===== src/hdl/ivc_map.vh =====
`ifndef IVC_MAP_VH
`define IVC_MAP_VH
// ----------------------------------------
// Flag and mask bit positions
// ----------------------------------------
`define IVC_BIT_TICK 0
`define IVC_BIT_PCHG 1
`define IVC_BIT_CMP 2
`define IVC_BIT_EXT 3
`define IVC_BIT_PWM 4
`define IVC_NSRC 5
// ----------------------------------------
// Vector addresses
// ----------------------------------------
`define IVC_VEC_EXT 10'h003
`define IVC_VEC_PCHG 10'h006
`define IVC_VEC_TICK 10'h009
`define IVC_VEC_CMP 10'h00C
`define IVC_VEC_PWM 10'h00F
// ----------------------------------------
// Reset values
// ----------------------------------------
`define IVC_FLAG_RST 5'h00
`define IVC_MASK_RST 5'h00
`define IVC_PWM_RST 10'h000
`endif


===== src/hdl/ivc_sync2.v =====
`timescale 1ns/1ps
// ----------------------------------------
// Two-stage synchroniser, one per bit
// ----------------------------------------
module ivc_sync2 #(
   parameter W = 8
) (
   input wire mclk,
   input wire rst,
   input wire [W-1:0] async_in,
   output wire [W-1:0] sync_out
);
   reg [W-1:0] meta_q;
   reg [W-1:0] sync_q;
   always @(posedge mclk or posedge rst) begin
      if (rst) begin
         meta_q <= {W{1'b0}};
         sync_q <= {W{1'b0}};
      end else begin
         meta_q <= async_in;
         sync_q <= meta_q;
      end
   end
   assign sync_out = sync_q;
endmodule


===== src/hdl/ivc_pwm_timer.v =====
`timescale 1ns/1ps
`include "ivc_map.vh"
// ----------------------------------------
// Period counter: counts on each increment tick, clears after the match
// ----------------------------------------
module ivc_pwm_timer #(
   parameter W = 10
) (
   input wire mclk,
   input wire rst,
   input wire tick,
   input wire [W-1:0] pwm_period_value,
   output wire [W-1:0] pwm_timer_count,
   output wire match_evt
);
   reg [W-1:0] cnt_q;
   reg evt_q;
   // The tick after the count has reached the period clears it and raises the event
   always @(posedge mclk or posedge rst) begin
      if (rst) begin
         cnt_q <= {W{1'b0}};
         evt_q <= 1'b0;
      end else begin
         evt_q <= 1'b0;
         if (tick) begin
            if (cnt_q == pwm_period_value) begin
               cnt_q <= {W{1'b0}};
               evt_q <= 1'b1;
            end else begin
               cnt_q <= cnt_q + {{(W-1){1'b0}}, 1'b1};
            end
         end
      end
   end
   assign pwm_timer_count = cnt_q;
   assign match_evt = evt_q;
endmodule


===== src/hdl/ivc_core.v =====
`timescale 1ns/1ps
`include "ivc_map.vh"
// Notes on behaviour
// - Five sources: tick overflow, port change, external pin, PWM match, comparator.
// - Port change on any input pin; outputs and pin 0 as external input excluded.
// - Port change wakes sleep only if detection was enabled before sleeping.
// - After pin-change wake: continue in line if disabled, else vector 006H.
// - Enable instruction sets global enable; disable instruction clears it.
// - Unmasked request with global enable redirects next fetch to its vector.
// - Flags other than port change set regardless of mask or global enable.
// - Effective request is flag AND mask.
// - Return instruction ends routine and sets global enable.
// - Save accumulator, status, register select on entry; restore on return.
// - A later entry overwrites the single saved copy.
// - Priority external 003H, port 006H, tick 009H, comparator 00CH, PWM 00FH.
// - PWM flag set on the increment after count equals period, with clear.
// - Comparator flag set on every output change, either direction, while cmp_enable is on.
// - Comparator interrupt taken only with its mask bit set.
// - Comparator flag cleared only by software.
// - Current comparator result readable as a status bit.
// - Enabled comparator stays active in sleep; a change wakes the device.
module ivc_core #(
   parameter PW = 10,
   parameter AW = 10
) (
   input wire mclk,
   input wire rst,
   // Pins
   input wire [7:0] port6_pins,
   input wire [7:0] port6_is_output,
   input wire ext_irq_sel,
   input wire cmp_out_pin,
   input wire cmp_enable,
   // Timer sources
   input wire tick_overflow,
   input wire pwm_tick,
   input wire [PW-1:0] pwm_period_value,
   output wire [PW-1:0] pwm_timer_count,
   // Core instruction strobes
   input wire global_irq_on_instr,
   input wire global_irq_off_instr,
   input wire irq_return_instr,
   input wire sleep_instr,
   input wire port6_read,
   // Flag and mask registers
   input wire flag_wr,
   input wire [4:0] flag_wdata,
   input wire mask_wr,
   input wire [4:0] mask_wdata,
   output wire [4:0] irq_flag_reg,
   output wire [4:0] irq_mask_reg,
   output wire cmp_result_bit,
   output wire global_irq_en,
   // Context
   input wire [7:0] acc_in,
   input wire [7:0] status_word_in,
   input wire [7:0] register_select_pointer_in,
   output wire [7:0] acc_saved,
   output wire [7:0] status_word_saved,
   output wire [7:0] register_select_pointer_saved,
   output wire ctx_restore,
   // Fetch redirect
   input wire fetch_slot,
   output wire vector_take,
   output wire [AW-1:0] vector_addr,
   output wire sleeping,
   output wire wake_up
);
   // ----------------------------------------
   // Input synchronisers
   // ----------------------------------------
   wire [7:0] p6_s;
   wire [1:0] misc_s;
   ivc_sync2 #(.W(8)) u_sync_p6 (
      .mclk(mclk),
      .rst(rst),
      .async_in(port6_pins),
      .sync_out(p6_s)
   );
   ivc_sync2 #(.W(2)) u_sync_misc (
      .mclk(mclk),
      .rst(rst),
      .async_in({cmp_out_pin, port6_pins[0]}),
      .sync_out(misc_s)
   );

   // ----------------------------------------
   // PWM period timer
   // ----------------------------------------
   wire pwm_evt;
   ivc_pwm_timer #(.W(PW)) u_pwm (
      .mclk(mclk),
      .rst(rst),
      .tick(pwm_tick & ~sleeping),
      .pwm_period_value(pwm_period_value),
      .pwm_timer_count(pwm_timer_count),
      .match_evt(pwm_evt)
   );

   // ----------------------------------------
   // Event detection
   // ----------------------------------------
   reg [7:0] p6_prev_q;
   reg ext_prev_q;
   reg cmp_prev_q;
   reg [7:0] in_mask;
   reg p6_chg;
   integer i;
   always @* begin
      in_mask = ~port6_is_output;
      if (ext_irq_sel) begin
         in_mask[0] = 1'b0;
      end
      p6_chg = 1'b0;
      for (i = 0; i < 8; i = i + 1) begin
         p6_chg = p6_chg | (in_mask[i] & (p6_s[i] ^ p6_prev_q[i]));
      end
   end
   wire ext_evt = ext_irq_sel & ext_prev_q & ~misc_s[0];
   wire cmp_evt = cmp_enable & (misc_s[1] ^ cmp_prev_q);

   always @(posedge mclk or posedge rst) begin
      if (rst) begin
         p6_prev_q <= 8'h00;
         ext_prev_q <= 1'b0;
         cmp_prev_q <= 1'b0;
      end else begin
         // A port read or a detected change rearms the port 6 reference levels
         if (port6_read | p6_chg) begin
            p6_prev_q <= p6_s;
         end
         ext_prev_q <= misc_s[0];
         cmp_prev_q <= misc_s[1];
      end
   end
   assign cmp_result_bit = cmp_prev_q;

   // ----------------------------------------
   // Flags and mask
   // ----------------------------------------
   reg [4:0] flag_q;
   reg [4:0] mask_q;
   reg [4:0] set_v;
   always @* begin
      set_v = 5'h00;
      set_v[`IVC_BIT_TICK] = tick_overflow;
      set_v[`IVC_BIT_EXT] = ext_evt;
      set_v[`IVC_BIT_CMP] = cmp_evt;
      set_v[`IVC_BIT_PWM] = pwm_evt;
      // Port-change flag only latches while its mask bit is on
      set_v[`IVC_BIT_PCHG] = p6_chg & mask_q[`IVC_BIT_PCHG];
   end
   always @(posedge mclk or posedge rst) begin
      if (rst) begin
         flag_q <= `IVC_FLAG_RST;
         mask_q <= `IVC_MASK_RST;
      end else begin
         // Set wins over a software clear in the same cycle
         if (flag_wr) begin
            flag_q <= (flag_q & flag_wdata) | set_v;
         end else begin
            flag_q <= flag_q | set_v;
         end
         if (mask_wr) begin
            mask_q <= mask_wdata;
         end
      end
   end
   assign irq_flag_reg = flag_q;
   assign irq_mask_reg = mask_q;
   wire [4:0] req = flag_q & mask_q;

   // ----------------------------------------
   // Priority and vector
   // ----------------------------------------
   function [AW-1:0] pick_vec;
      input [4:0] r;
      begin
         if (r[`IVC_BIT_EXT]) begin
            pick_vec = `IVC_VEC_EXT;
         end else if (r[`IVC_BIT_PCHG]) begin
            pick_vec = `IVC_VEC_PCHG;
         end else if (r[`IVC_BIT_TICK]) begin
            pick_vec = `IVC_VEC_TICK;
         end else if (r[`IVC_BIT_CMP]) begin
            pick_vec = `IVC_VEC_CMP;
         end else begin
            pick_vec = `IVC_VEC_PWM;
         end
      end
   endfunction

   // ----------------------------------------
   // Global enable, sleep, entry and context
   // ----------------------------------------
   reg gie_q;
   reg sleep_q;
   reg wake_q;
   reg restore_q;
   reg [AW-1:0] vec_q;
   reg [7:0] acc_q;
   reg [7:0] stat_q;
   reg [7:0] rsel_q;
   wire take = gie_q & (|req) & fetch_slot & ~sleep_q;
   wire wake_evt = sleep_q & ((p6_chg & mask_q[`IVC_BIT_PCHG]) | cmp_evt);

   always @(posedge mclk or posedge rst) begin
      if (rst) begin
         gie_q <= 1'b0;
         sleep_q <= 1'b0;
         wake_q <= 1'b0;
         restore_q <= 1'b0;
         vec_q <= {AW{1'b0}};
         acc_q <= 8'h00;
         stat_q <= 8'h00;
         rsel_q <= 8'h00;
      end else begin
         wake_q <= wake_evt;
         restore_q <= irq_return_instr;
         if (sleep_instr) begin
            sleep_q <= 1'b1;
         end else if (wake_evt) begin
            sleep_q <= 1'b0;
         end
         if (take) begin
            gie_q <= 1'b0;
            vec_q <= pick_vec(req);
            acc_q <= acc_in;
            stat_q <= status_word_in;
            rsel_q <= register_select_pointer_in;
         end else if (global_irq_on_instr | irq_return_instr) begin
            gie_q <= 1'b1;
         end else if (global_irq_off_instr) begin
            gie_q <= 1'b0;
         end
      end
   end
   assign global_irq_en = gie_q;
   assign vector_take = take;
   assign vector_addr = vec_q;
   assign acc_saved = acc_q;
   assign status_word_saved = stat_q;
   assign register_select_pointer_saved = rsel_q;
   assign ctx_restore = restore_q;
   assign sleeping = sleep_q;
   assign wake_up = wake_q;
endmodule


===== config.mk =====
export PLATFORM = sky130hd
export DESIGN_NAME = ivc_core
export DESIGN_NICKNAME = d
export VERILOG_FILES = /design/src/hdl/ivc_sync2.v /design/src/hdl/ivc_pwm_timer.v /design/src/hdl/ivc_core.v
export VERILOG_INCLUDE_DIRS = /design/src /design/src/hdl
export SDC_FILE = /design/constraint.sdc
export NUM_CORES = 1
export LEC_CHECK = 0
export BUFFER_PORTS_ARGS = -buffer_cell sky130_fd_sc_hd__buf_2
export CORE_ASPECT_RATIO = 1.2
export CORE_MARGIN = 4
export CORE_UTILIZATION = 25
export DETAILED_ROUTE_END_ITERATION = 10
export PLACE_DENSITY_LB_ADDON = 0.1
export SLEW_MARGIN = 10
export SYNTH_ARGS = -nofsm -noshare
export SYNTH_HDL_FRONTEND = slang
export SYNTH_SLANG_ARGS = --single-unit

===== constraint.sdc =====
create_clock -name mclk -period 4.9 [get_ports mclk]
set_input_delay 1.225 -clock mclk [delete_from_list [all_inputs] [get_ports mclk]]
set_output_delay 1.225 -clock mclk [all_outputs]
set_load 0.01 [all_outputs]

==> results of run 1 <==
## critical path: stages
cell and delay (ps):
buf_2 80, nand3b_1 140, a31oi_4 190, buf_2 150
## per-layer routing
| metal | wire length, um | vias up | track usage (%) |
|---|---|---|---|
| li1 | - | 1084 | - |
| met1 | 3377 | 1080 | 13.54 |
| met2 | 3800 | 79 | 17.03 |
| met3 | 504 | 11 | 3.044 |
| met4 | 139 | 0 | 4.609 |
| met5 | 0 | - | 0 |
## per-stage QoR
| step | hold WS (ps) | setup WS (ps) | instance area [sq um] | power [mW] |
|---|---|---|---|---|
| 2_1_floorplan | 331.2 | 1595 | 3283 | 1.188 |
| 3_3_place_gp | 332.0 | 1924 | 4075 | 1.409 |
| 3_5_place_dp | 335.5 | 1887 | 4075 | 1.415 |
| 4_1_cts | 348.6 | 1882 | 4337 | 2.031 |
| 5_1_grt | 353.4 | 1862 | 4337 | 2.114 |
| 6_report | 347.2 | 1889 | 4337 | 1.986 |
## power by group through the flow
stage / Clock [mW] / Combinational [mW] / Sequential (mW)
finish: 0.598 / 0.477 / 0.911
global route: 0.652 / 0.525 / 0.937
CTS: 0.626 / 0.490 / 0.914
detailed placement: 0 / 0.489 / 0.926
global placement: 0 / 0.487 / 0.922
floorplan: 0 / 0.217 / 0.971
## kinds of logic after synthesis
logic type | share of synthesized area [%]
xor gates and xnor gates | 6.171
other | 0.1149
DFF | 62.09
muxes | 14.64
AOI/OAI and AO/OA | 5.328
buffers and inverters | 3.066
adders and majority gates | 0.3832
and+or+nand+nor | 8.203
## synthesized netlist by cell type (2+ instances only)
| cell type | count |
|---|---|
| o21ai_0 | 11 |
| mux2_4 | 8 |
| nand4_1 | 6 |
| dfrtp_1 | 81 |
| nand2b_1 | 7 |
| buf_2 | 4 |
| inv_1 | 4 |
| mux2_2 | 30 |
| a22oi_1 | 2 |
| mux2i_1 | 2 |
| nor2_1 | 11 |
| xnor2_1 | 16 |
| xor2_1 | 7 |
| nand3_1 | 2 |
| nand2_1 | 15 |
| o22ai_1 | 3 |
| a21oi_1 | 4 |
| buf_4 | 6 |
## worst min-delay path by stage
| stage | startpoint | to |
|---|---|---|
| final | u_sync_p6.meta_q[3] | u_sync_p6.sync_out[3] |
| after global routing | u_sync_p6.meta_q[2] | u_sync_p6.sync_out[2] |
| after CTS | u_sync_p6.meta_q[7] | u_sync_p6.sync_out[7] |
| after detailed placement | u_sync_p6.meta_q[7] | u_sync_p6.sync_out[7] |
| after global placement | u_sync_p6.meta_q[2] | u_sync_p6.sync_out[2] |
| after floorplan | u_sync_misc.meta_q[0] | u_sync_misc.sync_out[0] |
## cell type report
cell class	instances	area (sq um)	area share, %
sequential	81	2027	46.74
tap	164	205.2	4.732
clock inverter	3	18.77	0.4328
timing repair buffer	130	655.6	15.12
clock buffer	11	242.7	5.597
multi-input combinational	148	1171	27.01
inverter	4	16.27	0.3751
==> results.tsv, run 1 <==
metric	value	unit
Seq pwr share	45.9	%
Clock Latency Late Sink	330	ps
commonest non-fill, non-tap cell in the layout	buf_2	
routability cong.	0.7223	
synthesized area	3264	sq um
Clock Power Share	30.1	%
flop2flop setup slack	2980	ps
Post-layout nets	450	
estimated wirelength of the detail-placed design	5864	um
CTS Buf Count	9	
Worst setup EP type	output pin	
Max rail drop VDD	0.1657	mV
fraction of layout cells with a size suffix above 1	49.34	%
initial antenna violation count	0	
commonest non-fill, non-tap cells in the layout	buf_2 (128), dfrtp_1 (81), mux2_2 (30)	
largest area contributor in the netlist	dfrtp_1	
synthesis-stage register bit count	81	
max FFs per register	10	
Worst Reg2Reg Path Length in Cells	5	
WS Path Type	in2out	
number of synthesized flops with an enable pin	0	
Final setup viols	0	
DRC	0	
CP endpoint	vector_take	
DRT Pass-1 Iters	4	
Unique masters post-synth	40	
Max clock buf depth	2	
core area	12720	sq um
FP Rows	45	
pins over their slew limit	0	
GRT Total Usage	10.68	%
critical path launch point type	input port	
Fin. Hold Viols	0	
HP Class	reg2reg	
Mapped Avg Cell Area	13.55	sq um
number of buffers inserted by hold repair at cts	0	
port bufs	128	
Final Skew	4.013	ps
critical path required time	3670	ps
unrepaired setup endpoints after global routing	false	
routed vias	2254	
die area	14960	sq um
WL per Instance	14.46	um
relative slew slack	37.59	%
fin cells	541	
width of the die	112.3	um
Pwr per Cell Area	458.0	nW/um^2
largest fanout on the critical path	2	
die height	133.2	um
first-pass GRT wire length	12450	um
# diodes	0	
clock slew at reported path FFs	60	ps
WL final	7823	um
RR Endpoint	p6_prev_q[5]	
WHS Path Cells	0	
CTS tree	yes	
register area share after synthesis	62.09	%
leakage	2.059	nW
Area Overhead vs Synth	32.85	%
final core occ	34.08	%
largest net degree at the start of global routing	53	
Post-synth ARST share	100.0	%
initial DRC count	67	
vias per inst	4.166	
Internal Power	1.403	mW
top area cells in the synthesized netlist	dfrtp_1 (62%), mux2_2 (10%), xnor2_1 (4.3%)	
NetSw	0.5829	mW
post-cts resize count	0	
Cells after Synth	241	
CTS Sinks	81	
fmax	0.3321	GHz
Setup crit start	fetch_slot	
Synth Flop Type	dfrtp_1	
Max Cap Violations	0	
Setup Fix Bufs, Post-CTS	0	
Post-DRT Antenna Nets	0	
H-tree levels	3	
Combinational Power Share	24.0	%
outcome	finished clean	
reg2reg start	p6_prev_q[2]	
dpl cells	527	
CTS root buf	clkbuf_16	
Worst Max-Slew Pin Slew	936.1	ps
setup tns final	0	ps
final worst-path cycle share	61.45	%
post-layout min period	3011	ps
warnings from Yosys	0	
I/O pins	135	
Synth top area share	62.09	%
Initial Utilization	25.65	%
Worst Path Arrival	1790	ps
layout filler cell count	1330	
gr ovfl total	0	
vias in the first global route	2321	
switching share of power	29.35	%
(Power assumes the default switching activity.)
==> run 2: changes to the inputs <==
- ABC_AREA: unset -> 1
- clock period: 4.9 -> 2.8 ns (I/O delays scaled with it)
==> results.tsv, run 2 <==
metric	value	unit	change
outcome	finished clean		
DRT Pass-1 Iters	4		unchanged
Clock Latency Late Sink	340	ps	about the same
I/O pins	135		unchanged
DRC	0		unchanged
NetSw	1.057	mW	+81%
critical path required time	2100	ps	-1570 ps
CTS root buf	clkbuf_16		
Clock Power Share	32.9	%	+2.8 points
largest area contributor in the netlist	dfrtp_1		
mux cell area share after synthesis	1.614	%	-13 points
setup tns final	0	ps	unchanged
vias in the first global route	2868		+24%
final worst-path cycle share	74.70	%	
critical path launch point type	register		
Final Skew	7.635	ps	+3.622 ps
leakage	2.575	nW	+25%
initial antenna violation count	0		unchanged
FF+latch area	2027	sq um	unchanged
commonest non-fill, non-tap cell in the layout	nand2_1		
switching share of power	30.73	%	+1.4 points
FP Rows	47		+4.4%
Synth Flop Type	dfrtp_1		
top post-synthesis cells by count	nand2_1 (143), dfrtp_1 (81), inv_1 (43)		
largest family of logic cells by synthesized area	simple AND/OR/NAND/NOR gates		
post-synthesis adder-cell area fraction	0.3587	%	-0.025 points
setup ws final	708.4	ps	-1180 ps
core area	13760	sq um	+8.1%
Synth Area in XOR/XNOR	3.766	%	-2.4 points
GRT Total Usage	12.02	%	+1.3 points
number of synthesized flops with an enable pin	0		unchanged
Cells after Synth	381		+58%
WS Path Type	reg2out		
first-pass GRT wire length	14370	um	+15%
Worst setup EP type	output pin		
Internal Power	2.382	mW	+70%
WL final	9039	um	+16%
CTS Buf Count	9		unchanged
Synth top area share	58.11	%	-4.0 points
Max rail drop VDD	0.3346	mV	+100%
layout filler cell count	1480		+11%
warnings from Yosys	0		unchanged
max FFs per register	10		unchanged
number of buffers inserted by hold repair at cts	0		unchanged
Combinational Power Share	22.3	%	-1.7 points
Unique masters post-synth	30		-25%
Pwr per Cell Area	748.5	nW/um^2	+63%
Worst Path Arrival	1390	ps	-400 ps
vias per inst	4.062		-2.5%
post-cts resize count	0		unchanged
Multi-input gate area	1202	sq um	+2.7%
largest fanout on the critical path	3		+1
Max Cap Violations	0		unchanged
die height	137.4	um	+3.2%
Post-DRT Antenna Nets	0		unchanged
# diodes	0		unchanged
clock slew at reported path FFs	60	ps	about the same
routability cong.	0.8199		+14%
H-tree levels	3		unchanged
routed vias	2807		+25%
HP Class	reg2reg		
pre-CTS WS	891.9	ps	-994.9 ps
flop2flop setup slack	1300	ps	-1680 ps
initial DRC count	131		+96%
CTS tree	yes		
Max clock buf depth	2		unchanged
fraction of layout cells with a size suffix above 1	34.62	%	-15 points
Initial Utilization	25.35	%	-0.30 points
Setup Fix Bufs, Post-CTS	0		unchanged
Post-synth ARST share	100.0	%	unchanged
Synth Area in Simple Gates	23.64	%	+15 points
CTS Sinks	81		unchanged
synthesized area	3488	sq um	+6.9%
register area share after synthesis	58.11	%	-4.0 points
Mapped Avg Cell Area	9.156	sq um	-32%
width of the die	115.8	um	+3.1%
gr ovfl total	0		unchanged
WL per Instance	13.08	um	-9.5%
Post-layout nets	592		+32%
pins over their slew limit	0		unchanged
estimated wirelength of the detail-placed design	6710	um	+14%
top area cells in the synthesized netlist	dfrtp_1 (58%), nand2_1 (15%), inv_1 (4.6%)		
compound-gate portion of the synthesized area	4.448	%	-0.88 points
Area Overhead vs Synth	31.71	%	
die area	15920	sq um	+6.4%
Final setup viols	0		unchanged
post-layout min period	2092	ps	
Fin. Hold Viols	0		unchanged
synthesis-stage register bit count	81		unchanged
commonest non-fill, non-tap cells in the layout	nand2_1 (143), buf_2 (128), dfrtp_1 (81)		
Seq pwr share	44.8	%	-1.1 points
largest net degree at the start of global routing	82		+55%
port bufs	128		unchanged
count leader, synth	nand2_1		
unrepaired setup endpoints after global routing	false		
fmax	0.4781	GHz	
Final Power	3.439	mW	+73%
run 2: area by class of cell:
type                            count  share of cell area, %
Sequential cell                    81                  44.12
Timing Repair Buffer              131                  14.71
Clock inverter                      2                 0.2723
Inverter                           51                  4.194
Tap cell                          171                  4.657
Multi-Input combinational cell    242                  26.17
Clock buffer                       13                  5.882
run 2: through the flow:
step	hold slack, ps	utilization [%]	cells	area [sq um]
3_5_place_dp	334.7	31.33	676	4312
3_3_place_gp	335.1	31.33	676	4312
4_1_cts	346.5	33.39	691	4594
2_1_floorplan	331.2	-	386	3507
5_1_grt	357.3	33.39	691	4594
6_report	342.2	33.39	691	4594
run 2: final timing paths:
check                                    start                    end  depth (start not counted)
hold / removal             u_sync_p6.meta_q[1]  u_sync_p6.sync_out[1]                          0
max in group asynchronous                  rst  u_sync_p6.sync_out[3]                          3
hold reg to reg            u_sync_p6.meta_q[1]  u_sync_p6.sync_out[1]                          0
setup reg to reg               irq_mask_reg[1]         vector_addr[1]                         10
setup / recovery               irq_flag_reg[0]            vector_take                          6
min in group asynchronous                  rst            ctx_restore                          3
run 2: metal layers:
layer	vias up	global-route usage, %	part of all wire (%)
met2	87	19.10	49
met1	1291	14.54	42
li1	1412	-	-
met3	17	4.130	7.4
met5	-	0	0
met4	0	5.738	1.9
run 2: power by group through the flow:
stage,Clock (mW),Sequential (mW),Combinational (mW)
global route,1.24,1.58,0.878
CTS,1.19,1.55,0.792
finish,1.13,1.54,0.768
detailed placement,0,1.56,0.790
floorplan,0,1.63,0.348
global placement,0,1.56,0.783
run 2: cells by family after synthesis:
logic type      after synthesis
compound gates               25
xor+xnor                     15
fa+ha+maj                     1
buf+inv                      63
flops                        81
mux                           5
other cells                   1
simple gates                190
run 2: worst max-delay path, stage by stage (launching register included):
cell and delay (ps):
dfrtp_1 390, nand2_1 110, nand2_1 90, nand3b_1 190, nand2_1 110, inv_2 40, buf_2 130
==> run 3: changes to the inputs <==
- clock period: 2.8 -> 2.1 ns (I/O delays scaled with it)
==> results.tsv, run 3 (synthesis results as in run 2) <==
metric	value	unit	change
WL final	9191	um	+1.7%
vias in the first global route	2860		-0.28%
dpl cells	677		+0.15%
initial DRC count	80		-39%
leakage	2.582	nW	+0.27%
largest net degree at the start of global routing	82		unchanged
HP Class	in2reg		
post-cts resize count	0		unchanged
WL per Instance	13.26	um	+1.4%
Max Cap Violations	0		unchanged
DRC	0		unchanged
pins over their slew limit	0		unchanged
fin cells	693		+0.29%
WS Path Type	reg2out		
Max clock buf depth	2		unchanged
outcome	finished clean		
commonest non-fill, non-tap cells in the layout	nand2_1 (143), buf_2 (128), dfrtp_1 (81)		
GRT Total Usage	12.06	%	+0.038 points
width of the die	115.8	um	unchanged
unrepaired setup endpoints after global routing	false		
FP Rows	47		unchanged
max FFs per register	10		unchanged
post-layout min period	1920	ps	
final worst-path cycle share	91.45	%	
H-tree levels	3		unchanged
DRT Pass-1 Iters	4		unchanged
Worst setup EP type	output pin		
number of buffers inserted by hold repair at cts	0		unchanged
setup tns final	0	ps	unchanged
gr ovfl total	0		unchanged
worst hold slack	292.1	ps	-50.08 ps
die height	137.4	um	unchanged
Post-layout nets	593		+0.17%
layout filler cell count	1490		+0.68%
CTS Sinks	81		unchanged
Setup Fix Bufs, Post-CTS	0		unchanged
routability cong.	0.7756		-5.4%
CTS root buf	clkbuf_16		
CTS tree	yes		
Area Overhead vs Synth	32.21	%	
Pwr per Cell Area	1007	nW/um^2	+35%
critical path required time	1570	ps	-530 ps
CTS Buf Count	9		unchanged
Initial Utilization	25.35	%	unchanged
fraction of layout cells with a size suffix above 1	34.48	%	-0.13 points
Worst Path Arrival	1400	ps	about the same
Final Power	4.646	mW	+35%
Multi-input gate area	1202	sq um	unchanged
vias per inst	4.072		+0.24%
critical path launch point type	register		
fmax	0.5207	GHz	
initial antenna violation count	1		+1
met3 GRT Util	3.735	%	-0.40 points
design area	4612	sq um	+0.38%
DP Area	4322	sq um	+0.23%
GRT busiest layer	met2		
estimated wirelength of the detail-placed design	6769	um	+0.88%
routed vias	2822		+0.53%
Post-DRT Antenna Nets	0		unchanged
Final setup viols	0		unchanged
die area	15920	sq um	unchanged
commonest non-fill, non-tap cell in the layout	nand2_1		
# diodes	0		unchanged
Fin. Hold Viols	0		unchanged
FF+latch area	2027	sq um	unchanged
met1 usage	14.85	%	+0.31 points
first-pass GRT wire length	14370	um	unchanged
port bufs	128		unchanged
Final Skew	7.934	ps	+0.2996 ps
I/O pins	135		unchanged
Max rail drop VDD	0.3323	mV	-0.69%
clock slew at reported path FFs	60	ps	about the same
flop2flop setup slack	610	ps	-690 ps
Clock Latency Late Sink	340	ps	about the same
core area	13760	sq um	unchanged
largest fanout on the critical path	3		unchanged
met2 usage	18.94	%	-0.16 points
-- run 3: cell types whose count changed in the layout (fill, tap and decap cells not counted), sizes merged --
cell and change:
buf +1, bufinv +1
-- run 3: critical path: stages (launching register included) --
cell and delay, ps:
dfrtp_1 410, nand2_1 120, nand2_1 80, nand3b_1 170, nand2_1 100, inv_2 40
buf_2 140
-- run 3: worst paths after layout --
path,startpoint,endpoint,depth (start not counted)
hold / removal,cmp_out_pin,u_sync_misc.meta_q[1],1
max in group asynchronous,rst,acc_saved[1],3
min in group asynchronous,rst,u_sync_p6.meta_q[7],3
setup reg to reg,irq_flag_reg[3],vector_addr[1],10
hold reg to reg,u_sync_misc.meta_q[1],u_sync_misc.sync_out[1],0
setup / recovery,irq_flag_reg[0],vector_take,6
-- run 3: per-layer routing --
| layer | up-vias | routed length [um] |
|---|---|---|
| met4 | 2 | 211 |
| met2 | 88 | 4322 |
| met5 | - | 12 |
| met1 | 1306 | 3990 |
| li1 | 1410 | - |
| met3 | 16 | 654 |
-- run 3: final cells by class --
class,instances,share of cell area [%]
sequential,81,43.95
multi-input combinational,242,26.07
timing repair buffer,132,14.81
clock buffer,13,5.426
tap,171,4.639
inverter,51,4.232
clock inverter,3,0.8682
-- run 3: power by group --
| part | internal, mW | switching [mW] |
|---|---|---|
| clock | 0.951 | 0.611 |
| combinational | 0.441 | 0.589 |
| sequential | 1.85 | 0.206 |
| total | 3.24 | 1.41 |
-- run 3: per-stage QoR --
step | utilization [%] | worst slack (ps)
after global placement | 31.41 | 494.7
after detailed placement | 31.41 | 485.3
after floorplan | - | 518.9
final | 33.52 | 179.5
after global routing | 33.52 | 40.76
after CTS | 33.52 | 126.7
